File: src/rtl/run_test_pkg.sv
/*
 * constants, types and helpers shared by the boundary run-test engine.
 * assumes a 125 MHz system clock and a slow, gated test clock
 * that reaches the block as an ordinary asynchronous input.
 */
package run_test_pkg;

	// test controller state codes, as driven by the outside tap controller
	localparam logic [3:0] TAP_RESET       = 4'hF;
	localparam logic [3:0] TAP_RUN_IDLE    = 4'hC;
	localparam logic [3:0] TAP_CAPTURE_DR  = 4'h6;
	localparam logic [3:0] TAP_SHIFT_DR    = 4'h2;

	// instruction codes
	localparam logic [7:0] RUN_BOUNDARY_TEST_CODE = 8'h09;
	localparam logic [7:0] CHAIN_SCAN_NORMAL_CODE = 8'h8E;
	localparam logic [7:0] CHAIN_SCAN_TEST_CODE   = 8'h0F;

	// boundary chain layout
	localparam int CTRL_W       = 3;
	localparam int CELL_W       = 36;
	localparam int HALF_W       = 18;
	localparam int BYTE_W       = 9;
	localparam int CHAIN_W      = 44;
	localparam int B_LSB        = 0;
	localparam int A_LSB        = 18;
	localparam int B1A_OE_BIT   = 40;
	localparam int B1B_OE_BIT   = 41;
	localparam int B2A_OE_BIT   = 42;
	localparam int B2B_OE_BIT   = 43;
	localparam logic [2:0] CTRL_RESET = 3'h0;

	// feedback taps: x^36+x^25+1 and x^18+x^11+1, both maximal length
	localparam int TAP36_HI = 35;
	localparam int TAP36_LO = 24;
	localparam int TAP18_HI = 17;
	localparam int TAP18_LO = 10;

	// register map, byte addresses
	localparam logic [7:0] STATUS_OFS  = 8'h00;
	localparam logic [7:0] CHAIN_LO_OFS = 8'h04;
	localparam logic [7:0] CHAIN_HI_OFS = 8'h08;
	localparam logic [7:0] SEED_LO_OFS = 8'h0C;
	localparam logic [7:0] SEED_HI_OFS = 8'h10;
	localparam logic [7:0] LOAD_OFS    = 8'h14;
	localparam logic [31:0] SEED_RESET = 32'h0000_0000;

	typedef enum logic [2:0] {
		OP_TOGGLE    = 3'h0,
		OP_PATTERN   = 3'h1,
		OP_SIGNATURE = 3'h3,
		OP_CMP_PAT   = 3'h2,
		OP_CMP_CNT   = 3'h6
	} op_t;

	typedef struct packed {
		logic        tck;
		logic        tdi;
		logic [3:0]  state;
		logic [7:0]  instr;
		logic [17:0] a_pin;
		logic [17:0] b_pin;
	} tap_in_t;

	function automatic logic [35:0] step36(input logic [35:0] r);
		step36 = {r[34:0], r[TAP36_HI] ^ r[TAP36_LO]};
	endfunction

	function automatic logic [17:0] step18(input logic [17:0] r);
		step18 = {r[16:0], r[TAP18_HI] ^ r[TAP18_LO]};
	endfunction

	function automatic op_t decode_op(input logic [2:0] c);
		unique case (c[1:0])
			2'b00: decode_op = OP_TOGGLE;
			2'b01: decode_op = OP_PATTERN;
			2'b10: decode_op = OP_SIGNATURE;
			default: decode_op = c[2] ? OP_CMP_CNT : OP_CMP_PAT;
		endcase
	endfunction

endpackage

File: src/rtl/boundary_run_test_engine.sv
/*
 * boundary-control chain and run-test operations on the boundary cells,
 * with an apb slave for seeding and reading the chain.
 * assumes the tap state, instruction and test clock arrive from an
 * outside tap controller; all of them are resynchronised here.
 */
`timescale 1ns/1ps

// What this block does
// - control-chain scan puts the chain between tdi and tdo; capture keeps it
// - operation comes from chain bits 2..0, runs only in run-test/idle
// - codes x00 toggle, x01 36-bit pattern, x10 36-bit signature
// - 011 18-bit signature plus pattern, 111 18-bit signature plus count
// - control cells stay out of algorithms; enable cells still gate drive
// - run only with one direction per byte, same for both; else bypass
// - toggle mode samples input pins into input cells each tck rise
// - toggle mode inverts output cells on rise, drives them on fall
// - 36-bit pattern steps on rise, latched and driven on fall
// - an all-zero seed leaves the generators stuck at zero
// - 36-bit signature shifts all cells and folds input pins into input cells on rise
// - during 36-bit signature output hold latches stay unchanged
// - both combined modes fold input pins into 18-bit input signature
// - combined pattern mode steps output cells 18-bit, driven on fall
// - combined count mode counts output cells up, driven on fall
// - chain arrangement follows the common direction: a out or b out
// - operation runs while run-test instruction current and idle state
// - chain scan codes 10001110 normal and 00001111 test
// - enable cell at 1 makes its pins outputs, 0 leaves them inputs
module boundary_run_test_engine (
	input  wire logic        ref_clk_i,
	input  wire logic        resetn_i,
	input  wire logic        clk_en_i,
	input  wire logic        tck_i,
	input  wire logic        tdi_i,
	input  wire logic [3:0]  tap_state_i,
	input  wire logic [7:0]  instr_i,
	input  wire logic [17:0] a_pin_i,
	input  wire logic [17:0] b_pin_i,
	output logic      [17:0] a_pin_o,
	output logic      [17:0] a_pin_oe_o,
	output logic      [17:0] b_pin_o,
	output logic      [17:0] b_pin_oe_o,
	output logic             tdo_o,
	output logic             tdo_oe_o,
	input  wire logic        psel,
	input  wire logic        penable,
	input  wire logic        pwrite,
	input  wire logic [7:0]  paddr,
	input  wire logic [31:0] pwdata,
	output logic      [31:0] prdata,
	output logic             pready,
	output logic             pslverr
);

	run_test_pkg::tap_in_t sync1_q;
	run_test_pkg::tap_in_t sync2_q;
	logic                  tck_prev_q;
	logic [2:0]            ctrl_chain_q;
	logic                  bypass_q;
	logic [43:0]           chain_q;
	logic [35:0]           shadow_q;
	logic [31:0]           seed_lo_q;
	logic [11:0]           seed_hi_q;
	logic                  rise;
	logic                  fall;
	logic                  is_run_boundary_test_instr;
	logic                  is_scan;
	logic                  dir_ok;
	logic                  a_out;
	logic                  run_ok;
	logic                  out_latch;
	run_test_pkg::op_t     op;
	logic [17:0]           out_cells;
	logic [17:0]           in_cells;
	logic [17:0]           in_pins;
	logic [35:0]           cat36;
	logic [35:0]           next36;
	logic [17:0]           next_out;
	logic [17:0]           next_in;
	logic                  apb_setup;
	logic                  load_seed;

	// tck sampled like any pin; data lines share its delay
	always_ff @(posedge ref_clk_i or negedge resetn_i) begin
		if (!resetn_i) begin
			sync1_q    <= '0;
			sync2_q    <= '0;
			tck_prev_q <= 1'b0;
		end else if (clk_en_i) begin
			sync1_q    <= {tck_i, tdi_i, tap_state_i, instr_i, a_pin_i, b_pin_i};
			sync2_q    <= sync1_q;
			tck_prev_q <= sync2_q.tck;
		end
	end

	assign rise    = clk_en_i & sync2_q.tck & ~tck_prev_q;
	assign fall    = clk_en_i & ~sync2_q.tck & tck_prev_q;
	assign is_run_boundary_test_instr = sync2_q.instr == run_test_pkg::RUN_BOUNDARY_TEST_CODE;
	assign is_scan = (sync2_q.instr == run_test_pkg::CHAIN_SCAN_NORMAL_CODE)
		| (sync2_q.instr == run_test_pkg::CHAIN_SCAN_TEST_CODE);

	// direction check over the enable cells, which no algorithm touches
	assign dir_ok = (chain_q[run_test_pkg::B1A_OE_BIT]
		!= chain_q[run_test_pkg::B1B_OE_BIT])
		& (chain_q[run_test_pkg::B2A_OE_BIT]
		!= chain_q[run_test_pkg::B2B_OE_BIT])
		& (chain_q[run_test_pkg::B1A_OE_BIT]
		== chain_q[run_test_pkg::B2A_OE_BIT]);
	assign a_out  = chain_q[run_test_pkg::B1A_OE_BIT];
	assign run_ok = is_run_boundary_test_instr & dir_ok
		& (sync2_q.state == run_test_pkg::TAP_RUN_IDLE);
	assign op     = run_test_pkg::decode_op(ctrl_chain_q);

	// arrange cells as output half above input half for either direction
	assign out_cells = a_out ? chain_q[35:18] : chain_q[17:0];
	assign in_cells  = a_out ? chain_q[17:0] : chain_q[35:18];
	assign in_pins   = a_out ? sync2_q.b_pin : sync2_q.a_pin;
	assign cat36     = {out_cells, in_cells};

	always_comb begin
		next36   = cat36;
		next_out = out_cells;
		next_in  = in_cells;
		unique case (op)
			run_test_pkg::OP_TOGGLE: begin
				next_in  = in_pins;
				next_out = ~out_cells;
			end
			run_test_pkg::OP_PATTERN: begin
				next36   = run_test_pkg::step36(cat36);
				next_out = next36[35:18];
				next_in  = next36[17:0];
			end
			run_test_pkg::OP_SIGNATURE: begin
				next36   = run_test_pkg::step36(cat36) ^ {18'h0_0000, in_pins};
				next_out = next36[35:18];
				next_in  = next36[17:0];
			end
			run_test_pkg::OP_CMP_PAT: begin
				next_in  = run_test_pkg::step18(in_cells) ^ in_pins;
				next_out = run_test_pkg::step18(out_cells);
			end
			run_test_pkg::OP_CMP_CNT: begin
				next_in  = run_test_pkg::step18(in_cells) ^ in_pins;
				next_out = out_cells + 18'h0_0001;
			end
		endcase
	end

	// the 36-bit signature freezes the output hold latches
	assign out_latch = run_ok & (op != run_test_pkg::OP_SIGNATURE);

	// control chain: shifts, clears in tap reset; capture leaves it alone
	always_ff @(posedge ref_clk_i or negedge resetn_i) begin
		if (!resetn_i) begin
			ctrl_chain_q <= run_test_pkg::CTRL_RESET;
		end else if (rise) begin
			if (sync2_q.state == run_test_pkg::TAP_RESET) begin
				ctrl_chain_q <= run_test_pkg::CTRL_RESET;
			end else if (is_scan
				&& sync2_q.state == run_test_pkg::TAP_SHIFT_DR) begin
				ctrl_chain_q <= {sync2_q.tdi, ctrl_chain_q[2:1]};
			end
		end
	end

	always_ff @(posedge ref_clk_i or negedge resetn_i) begin
		if (!resetn_i) begin
			bypass_q <= 1'b0;
		end else if (rise) begin
			if (sync2_q.state == run_test_pkg::TAP_CAPTURE_DR) begin
				bypass_q <= 1'b0;
			end else if (sync2_q.state == run_test_pkg::TAP_SHIFT_DR) begin
				bypass_q <= sync2_q.tdi;
			end
		end
	end

	// tdo moves on the falling test-clock edge
	always_ff @(posedge ref_clk_i or negedge resetn_i) begin
		if (!resetn_i) begin
			tdo_o    <= 1'b0;
			tdo_oe_o <= 1'b0;
		end else if (fall) begin
			tdo_oe_o <= sync2_q.state == run_test_pkg::TAP_SHIFT_DR;
			tdo_o    <= is_scan ? ctrl_chain_q[0] : bypass_q;
		end
	end

	// boundary cells; control cells 43..36 only change by seed load
	always_ff @(posedge ref_clk_i or negedge resetn_i) begin
		if (!resetn_i) begin
			chain_q <= '0;
		end else if (clk_en_i) begin
			if (load_seed) begin
				chain_q <= {seed_hi_q, seed_lo_q};
			end else if (rise && run_ok) begin
				chain_q[35:18] <= a_out ? next_out : next_in;
				chain_q[17:0]  <= a_out ? next_in : next_out;
			end
		end
	end

	// hold latches: output half copied on the fall, input half left
	always_ff @(posedge ref_clk_i or negedge resetn_i) begin
		if (!resetn_i) begin
			shadow_q <= '0;
		end else if (clk_en_i) begin
			if (load_seed) begin
				shadow_q <= seed_lo_q[31:0] == 32'h0 && seed_hi_q[3:0] == 4'h0
					? 36'h0_0000_0000 : {seed_hi_q[3:0], seed_lo_q};
			end else if (fall && out_latch) begin
				if (a_out) begin
					shadow_q[35:18] <= chain_q[35:18];
				end else begin
					shadow_q[17:0] <= chain_q[17:0];
				end
			end
		end
	end

	// pins: test mode only while the run-test instruction is current and directions valid, else released
	always_ff @(posedge ref_clk_i or negedge resetn_i) begin
		if (!resetn_i) begin
			a_pin_o    <= '0;
			b_pin_o    <= '0;
			a_pin_oe_o <= '0;
			b_pin_oe_o <= '0;
		end else if (clk_en_i) begin
			a_pin_o    <= shadow_q[35:18];
			b_pin_o    <= shadow_q[17:0];
			a_pin_oe_o <= {{9{is_run_boundary_test_instr & dir_ok & chain_q[run_test_pkg::B2A_OE_BIT]}},
				{9{is_run_boundary_test_instr & dir_ok & chain_q[run_test_pkg::B1A_OE_BIT]}}};
			b_pin_oe_o <= {{9{is_run_boundary_test_instr & dir_ok & chain_q[run_test_pkg::B2B_OE_BIT]}},
				{9{is_run_boundary_test_instr & dir_ok & chain_q[run_test_pkg::B1B_OE_BIT]}}};
		end
	end

	// apb slave, one wait-free access phase
	assign apb_setup = psel & ~penable & ~pready;
	assign load_seed = psel & penable & pready & pwrite
		& (paddr == run_test_pkg::LOAD_OFS) & pwdata[0];

	always_ff @(posedge ref_clk_i or negedge resetn_i) begin
		if (!resetn_i) begin
			pready  <= 1'b0;
			pslverr <= 1'b0;
			prdata  <= '0;
		end else if (clk_en_i) begin
			pready  <= apb_setup;
			pslverr <= 1'b0;
			prdata  <= '0;
			if (apb_setup) begin
				unique case (paddr)
					run_test_pkg::STATUS_OFS:
						prdata <= {23'h0, op, ctrl_chain_q, dir_ok, is_run_boundary_test_instr, run_ok};
					run_test_pkg::CHAIN_LO_OFS: prdata <= chain_q[31:0];
					run_test_pkg::CHAIN_HI_OFS: prdata <= {20'h0_0000, chain_q[43:32]};
					run_test_pkg::SEED_LO_OFS:  prdata <= seed_lo_q;
					run_test_pkg::SEED_HI_OFS:  prdata <= {20'h0_0000, seed_hi_q};
					run_test_pkg::LOAD_OFS:     prdata <= '0;
					default:                    pslverr <= 1'b1;
				endcase
			end
		end
	end

	always_ff @(posedge ref_clk_i or negedge resetn_i) begin
		if (!resetn_i) begin
			seed_lo_q <= run_test_pkg::SEED_RESET;
			seed_hi_q <= '0;
		end else if (clk_en_i && psel && penable && pready && pwrite) begin
			if (paddr == run_test_pkg::SEED_LO_OFS) begin
				seed_lo_q <= pwdata;
			end
			if (paddr == run_test_pkg::SEED_HI_OFS) begin
				seed_hi_q <= pwdata[11:0];
			end
		end
	end
endmodule // boundary_run_test_engine

File: config.mk
export PLATFORM = sky130hd
export DESIGN_NAME = boundary_run_test_engine
export DESIGN_NICKNAME = d
export VERILOG_FILES = /design/src/rtl/run_test_pkg.sv /design/src/rtl/boundary_run_test_engine.sv
export SDC_FILE = /design/constraint.sdc
export NUM_CORES = 1
export LEC_CHECK = 0
export BUFFER_PORTS_ARGS = -buffer_cell sky130_fd_sc_hd__buf_2
export CORE_UTILIZATION = 55
export DETAILED_ROUTE_END_ITERATION = 8
export PLACE_DENSITY = 0.77
export REMOVE_ABC_BUFFERS = 1
export SYNTH_ARGS = -nofsm -noshare
export SYNTH_HDL_FRONTEND = slang
export SYNTH_SLANG_ARGS = --single-unit
File: constraint.sdc
create_clock -name ref_clk_i -period 4.2 [get_ports ref_clk_i]
set_input_delay 0.42 -clock ref_clk_i [delete_from_list [all_inputs] [get_ports ref_clk_i]]
set_output_delay 0.42 -clock ref_clk_i [all_outputs]
set_load 0.01 [all_outputs]
== Word-level counts from Yosys, hierarchy flattened ==
Cells that the tools add are included.

* Flip-flop bits (word level): 321
* Input port bits: 96
* Logic and storage cells: 138

* $add $sub $neg: 1
* Eq/ne operators: 23
* Mux-type cells: 25
* Bitwise gates (word level): 31
* Reduce and logical (&&, ||, !) cells: 28

{| class="wikitable"
|+ Operators with widths
! kind !! count
|-
| $mux W36 || 5
|-
| $pmux W32 S5 || 1
|-
| $mux W18 || 7
|-
| $pmux W18 S5 || 1
|-
| $pmux W18 S4 || 1
|-
| $xor A36 B18 Y36 || 1
|-
| $eq A8 B4 Y1 const B || 4
|-
| $logic_not A32 Y1 || 1
|-
| $mux W32 || 1
|-
| $and A1 B1 Y1 || 20
|-
| $add A18 B1 Y18 const B || 1
|-
| $not A18 Y18 || 1
|-
| $xor A18 B18 Y18 || 1
|-
| $eq A8 B5 Y1 const B || 2
|-
| $reduce_and A2 Y1 || 6
|-
| $reduce_bool A2 Y1 || 5
|-
| $mux W3 || 3
|-
| $pmux W3 S3 || 1
|-
| $eq A4 B4 Y1 const B || 2
|-
| $eq A8 B3 Y1 const B || 1
|-
| $eq A8 B8 Y1 const B || 1
|-
| $logic_and A1 B1 Y1 || 8
|-
| $logic_not A8 Y1 || 1
|-
| $eq A3 B2 Y1 const B || 2
|-
| 20 further kinds || 31
|}

== Depth between registers and ports, before layout ==
* Depth in word-level cells: 9
* Mapped depth: 12
* Mapped depth without buffers: 9

== Worst setup path before layout ==
OpenSTA, ideal clock, no wires.

* Kind: reg-to-reg
* From: reg chain_q[40]
* To: reg chain_q[14]
* Library setup time: 0.136 ns
* Data arrival time: 2.662 ns
* Path slack: 1.402 ns
* Stages on the path, launching flop included: 13
* Path buffers: 3
* Clock period less this slack: 2.798 ns
* Cell sequence: dfrtp_1 buf_4 buf_2 buf_2 mux2i_1 inv_1 ha_1 nand4b_1 nand2_1 nand4_1 mux2_2 a222oi_1 o22ai_1

* Longest elaborated chain between the ends: 8
* Elaborated cells on any way between the ends: 21

{| class="wikitable"
|+ Ends and longest elaborated chain
! item !! line !! RTL
|-
| start: declaration || boundary_run_test_engine.sv:60 || <nowiki>logic [43:0] chain_q;</nowiki>
|-
| start signal: assignment || boundary_run_test_engine.sv:196 || <nowiki>chain_q <= {seed_hi_q, seed_lo_q};</nowiki>
|-
| branches (longest 8 deep; another with $add A18 B1 Y18) || -- ||
|}

Several ways; the timed one is not identified. The select of a mux whose other input is x is not followed.
A chain may end at the register's enable or synchronous reset.

== Worst setup path after layout ==
* From: reg chain_q[40]
* To: reg chain_q[32]

* Longest elaborated chain between the ends: 8
* Elaborated cells on any way between the ends: 21

{| class="wikitable"
|+ Ends and longest elaborated chain
! item
|-
| branches (longest 8 deep; another with $add A18 B1 Y18)
|}

Several ways; the timed one is not identified. The select of a mux whose other input is x is not followed.

==> impl_metrics.py <==
metrics = {
    "finish": {
        "mostFrequentLayoutCell": "dfrtp_1",
        "syn_to_final_growth_pct": 14.7,
        "fin_nets": 1585,
        "layout_common_cells": "dfrtp_1 (304), buf_2 (201), mux2_2 (171), nand2_1 (96), mux2i_1 (88)",
        "multi_input_area_sq_um": 6820,
        "n_fill_cell": 2128,
        "fin_util_pct": 64.5,
        "drive_gt1_share_pct": 32.1,
        "stdcell_count": 1879,
        "antennaDiodeCount": 0,
        "ff_latch_area_sq_um": 7640,
    },
    "clocking": {
        "post_cts_buffers": 0,
        "cts_resized": 0,
        "path_clk_slew_ps": 60,
        "cts_sinks": 305,
        "clock_path_buffers": 3,
        "numCtsBuffers": 34,
        "htreeDepth": 2,
        "clk_latency_ps": 510,
        "ctsRootBufferMaster": "clkbuf_16",
        "hold_buffers": 0,
        "cts_tree": "done",
    },
    "run": {
        "maxCapViolations": 0,
    },
    "outcome": {
        "violations": "negative hold slack",
        "status": "finished, violations left",
    },
    "yosys": {
        "syn_inst": 1353,
        "async_flop_share_pct": 100,
        "synth_edf_count": 0,
        "seq_area_frac_synth_pct": 50.1,
        "synth_top_area_cell": "dfrtp_1",
        "yosysWarningCount": 0,
        "synth.distinct_cells": 70,
        "synth_top_area_share_pct": 50.1,
        "synth_ff_type": "dfrtp_1",
        "syn_avg_cell_area_sq_um": 11.3,
        "synthTopCellsByArea": "dfrtp_1 (50%), mux2_2 (13%), mux2i_1 (5.8%)",
        "ys_seq_elements": 305,
        "synth_area_sq_um": 15200,
    },
    "routing": {
        "firstDrtPassIters": 6,
        "viasPerCell": 6.19,
        "routed_wl_um": 41000,
        "drtIter0Drc": 1021,
        "wl_per_cell_um": 21.8,
        "drc": 0,
        "via_count": 11629,
        "ant_nets": 0,
    },
    "sta": {
        "period_minus_slack_ps": 3140,
        "max_freq_ghz": 0.319,
        "timing.hold.ws_ps": -29.7,
        "fin_skew_ps": 12.5,
        "hold_violations": 5,
        "rsz0062_at_grt": "no",
        "slew_headroom_pct": 15.6,
        "setup_violations": 0,
        "worst_pin_slew_ps": 1260,
        "maxSlewViolCount": 0,
        "fin_crit_sh_pct": 74.7,
    },
    "floorplan": {
        "core-area_sq_um": 27100,
        "die-area_sq_um": 28400,
        "die_height_um": 168,
        "ios": 204,
        "dieWidth_um": 168,
        "start_util_pct": 56.2,
        "num_rows": 60,
    },
    "critical_path": {
        "cp_data_required_time_ps": 4580,
        "reg2reg_slack_ps": 1060,
        "r2r-start": "chain_q[40]",
        "endpoint_kind": "register",
        "cp_num_buf_inv": 1,
        "crit_path_start_kind": "register",
        "path_delay_family": "multiplexers",
        "critical_path.max_fanout": 43,
        "reg2reg_to": "chain_q[32]",
        "r2r_cells": 7,
        "crit_path_cell_trace": "buf_4, mux2i_1, a21oi_1, nand4_1, mux2_2, a222oi_1, o22ai_1",
        "setup.worst_path.class": "reg -> reg",
        "critPathMaxStageDelay_ps": 800,
        "slowest_stage": "dfrtp_4",
        "arrival_ps": 3510,
    },
    "power": {
        "p_leak_nw": 8.26,
        "ir_drop_mv": 0.331,
        "p_per_area_nw_per_um2": 417,
    },
    "grt": {
        "overflow": 0,
        "grt_usage_pct": 29.4,
        "grt_pass1_wl_um": 65200,
        "grt_antenna_before_repair": 0,
        "grt_pass1_vias": 11517,
        "grt_max_degree": 119,
    },
    "placed_design": {
        "dp_hpwl_um": 27800,
        "gp_congestion": 0.918,
        "dpl.cell_count": 1819,
        "port_buffers": 203,
    },
    "worst_hold_path": {
        "hold_path_class": "in -> async",
    },
}
## Yosys cell counts, types with 5 or more instances
| library cell | count |
|---|---|
| dfrtp_1 | 305 |
| mux2_2 | 171 |
| nand2_1 | 96 |
| mux2i_1 | 88 |
| a21oi_1 | 84 |
| o21ai_0 | 84 |
| clkbuf_1 | 72 |
| o22ai_1 | 63 |
| buf_4 | 39 |
| o2bb2ai_1 | 29 |
| mux2_1 | 28 |
| nor2_1 | 26 |
| a22oi_1 | 23 |
| buf_2 | 23 |
| nand3_1 | 18 |
| o32ai_1 | 15 |
| inv_1 | 14 |
| a221oi_1 | 10 |
| a222oi_1 | 10 |
| nand4_1 | 10 |
| a31oi_1 | 9 |
| nand3b_1 | 9 |
| a21o_1 | 8 |
| ha_1 | 6 |
| o21a_1 | 6 |
| and2_1 | 5 |
| buf_1 | 5 |
| nor4_1 | 5 |
| o31ai_1 | 5 |
| or2_2 | 5 |
## report_power, final
part,internal (mW),switching (mW),total (mW),leakage [nW]
Combinational,0.381,0.470,0.851,3.74
Sequential,3.13,0.217,3.34,3.95
Clock,1.91,1.19,3.10,0.580
## area by class of cell
cell class,count,share of cell area (%)
Clock buffer,50,5.98
Tap cell,372,2.66
Inverter,16,0.344
Multi-Input combinational cell,889,39.0
Sequential cell,305,43.7
Clock inverter,10,0.752
Timing Repair Buffer,237,7.51
## registers in the layout (all words and copies together), names as in the netlist
signal,cells
chain_q,44
shadow_q,36
seed_hi_q,12
seed_lo_q,32
b_pin_o,18
bypass_q,1
pslverr,1
prdata,32
sync2_q,50
sync1_q,50
a_pin_oe_o,2
ctrl_chain_q,3
tck_prev_q,1
tdo_oe_o,1
b_pin_oe_o,2
a_pin_o,18
pready,1
tdo_o,1
## layer usage
metal  track usage, %  wire length [um]  vias to the layer above  share of wire, %
met4             8.85              1110                        0               2.7
met3             4.68              2510                       77               6.1
met1             40.1             17700                     5833                43
li1                 -                 -                     5281                 -
met5                0                 0                        -                 0
met2             48.6             19800                      438                48
## kinds of logic after synthesis
family	count (synthesis)	share of synthesized area, %
simple gates	209	7.07
xor+xnor	6	0.345
compound gates	381	16.3
flops	305	50.1
fa+ha+maj	6	0.493
buf+inv	159	5.22
mux	287	20.5
## how the worst max path moves through the flow
stage	start	endpoint	slack [ps]	cells after the start
finish	chain_q[40]	chain_q[32]	1060	7
global route	chain_q[40]	chain_q[32]	830	7
CTS	chain_q[40]	chain_q[32]	1140	7
detailed placement	chain_q[40]	chain_q[32]	1150	7
global placement	chain_q[40]	chain_q[14]	1190	7
floorplan	chain_q[40]	shadow_q[18]	-1160	5
## metrics by stage
| stage | setup slack, ps | total power [mW] | area, sq um | TNS (ps) |
|---|---|---|---|---|
| 6_report | 1060 | 7.29 | 17500 | 0 |
| 5_1_grt | 830 | 7.57 | 17500 | 0 |
| 4_1_cts | 1140 | 7.32 | 17500 | 0 |
| 3_5_place_dp | 1150 | 4.23 | 16300 | 0 |
| 3_3_place_gp | 1190 | 4.20 | 16300 | 0 |
| 2_1_floorplan | -1160 | 3.86 | 14500 | -65040 |
(Power assumes the default switching activity.)
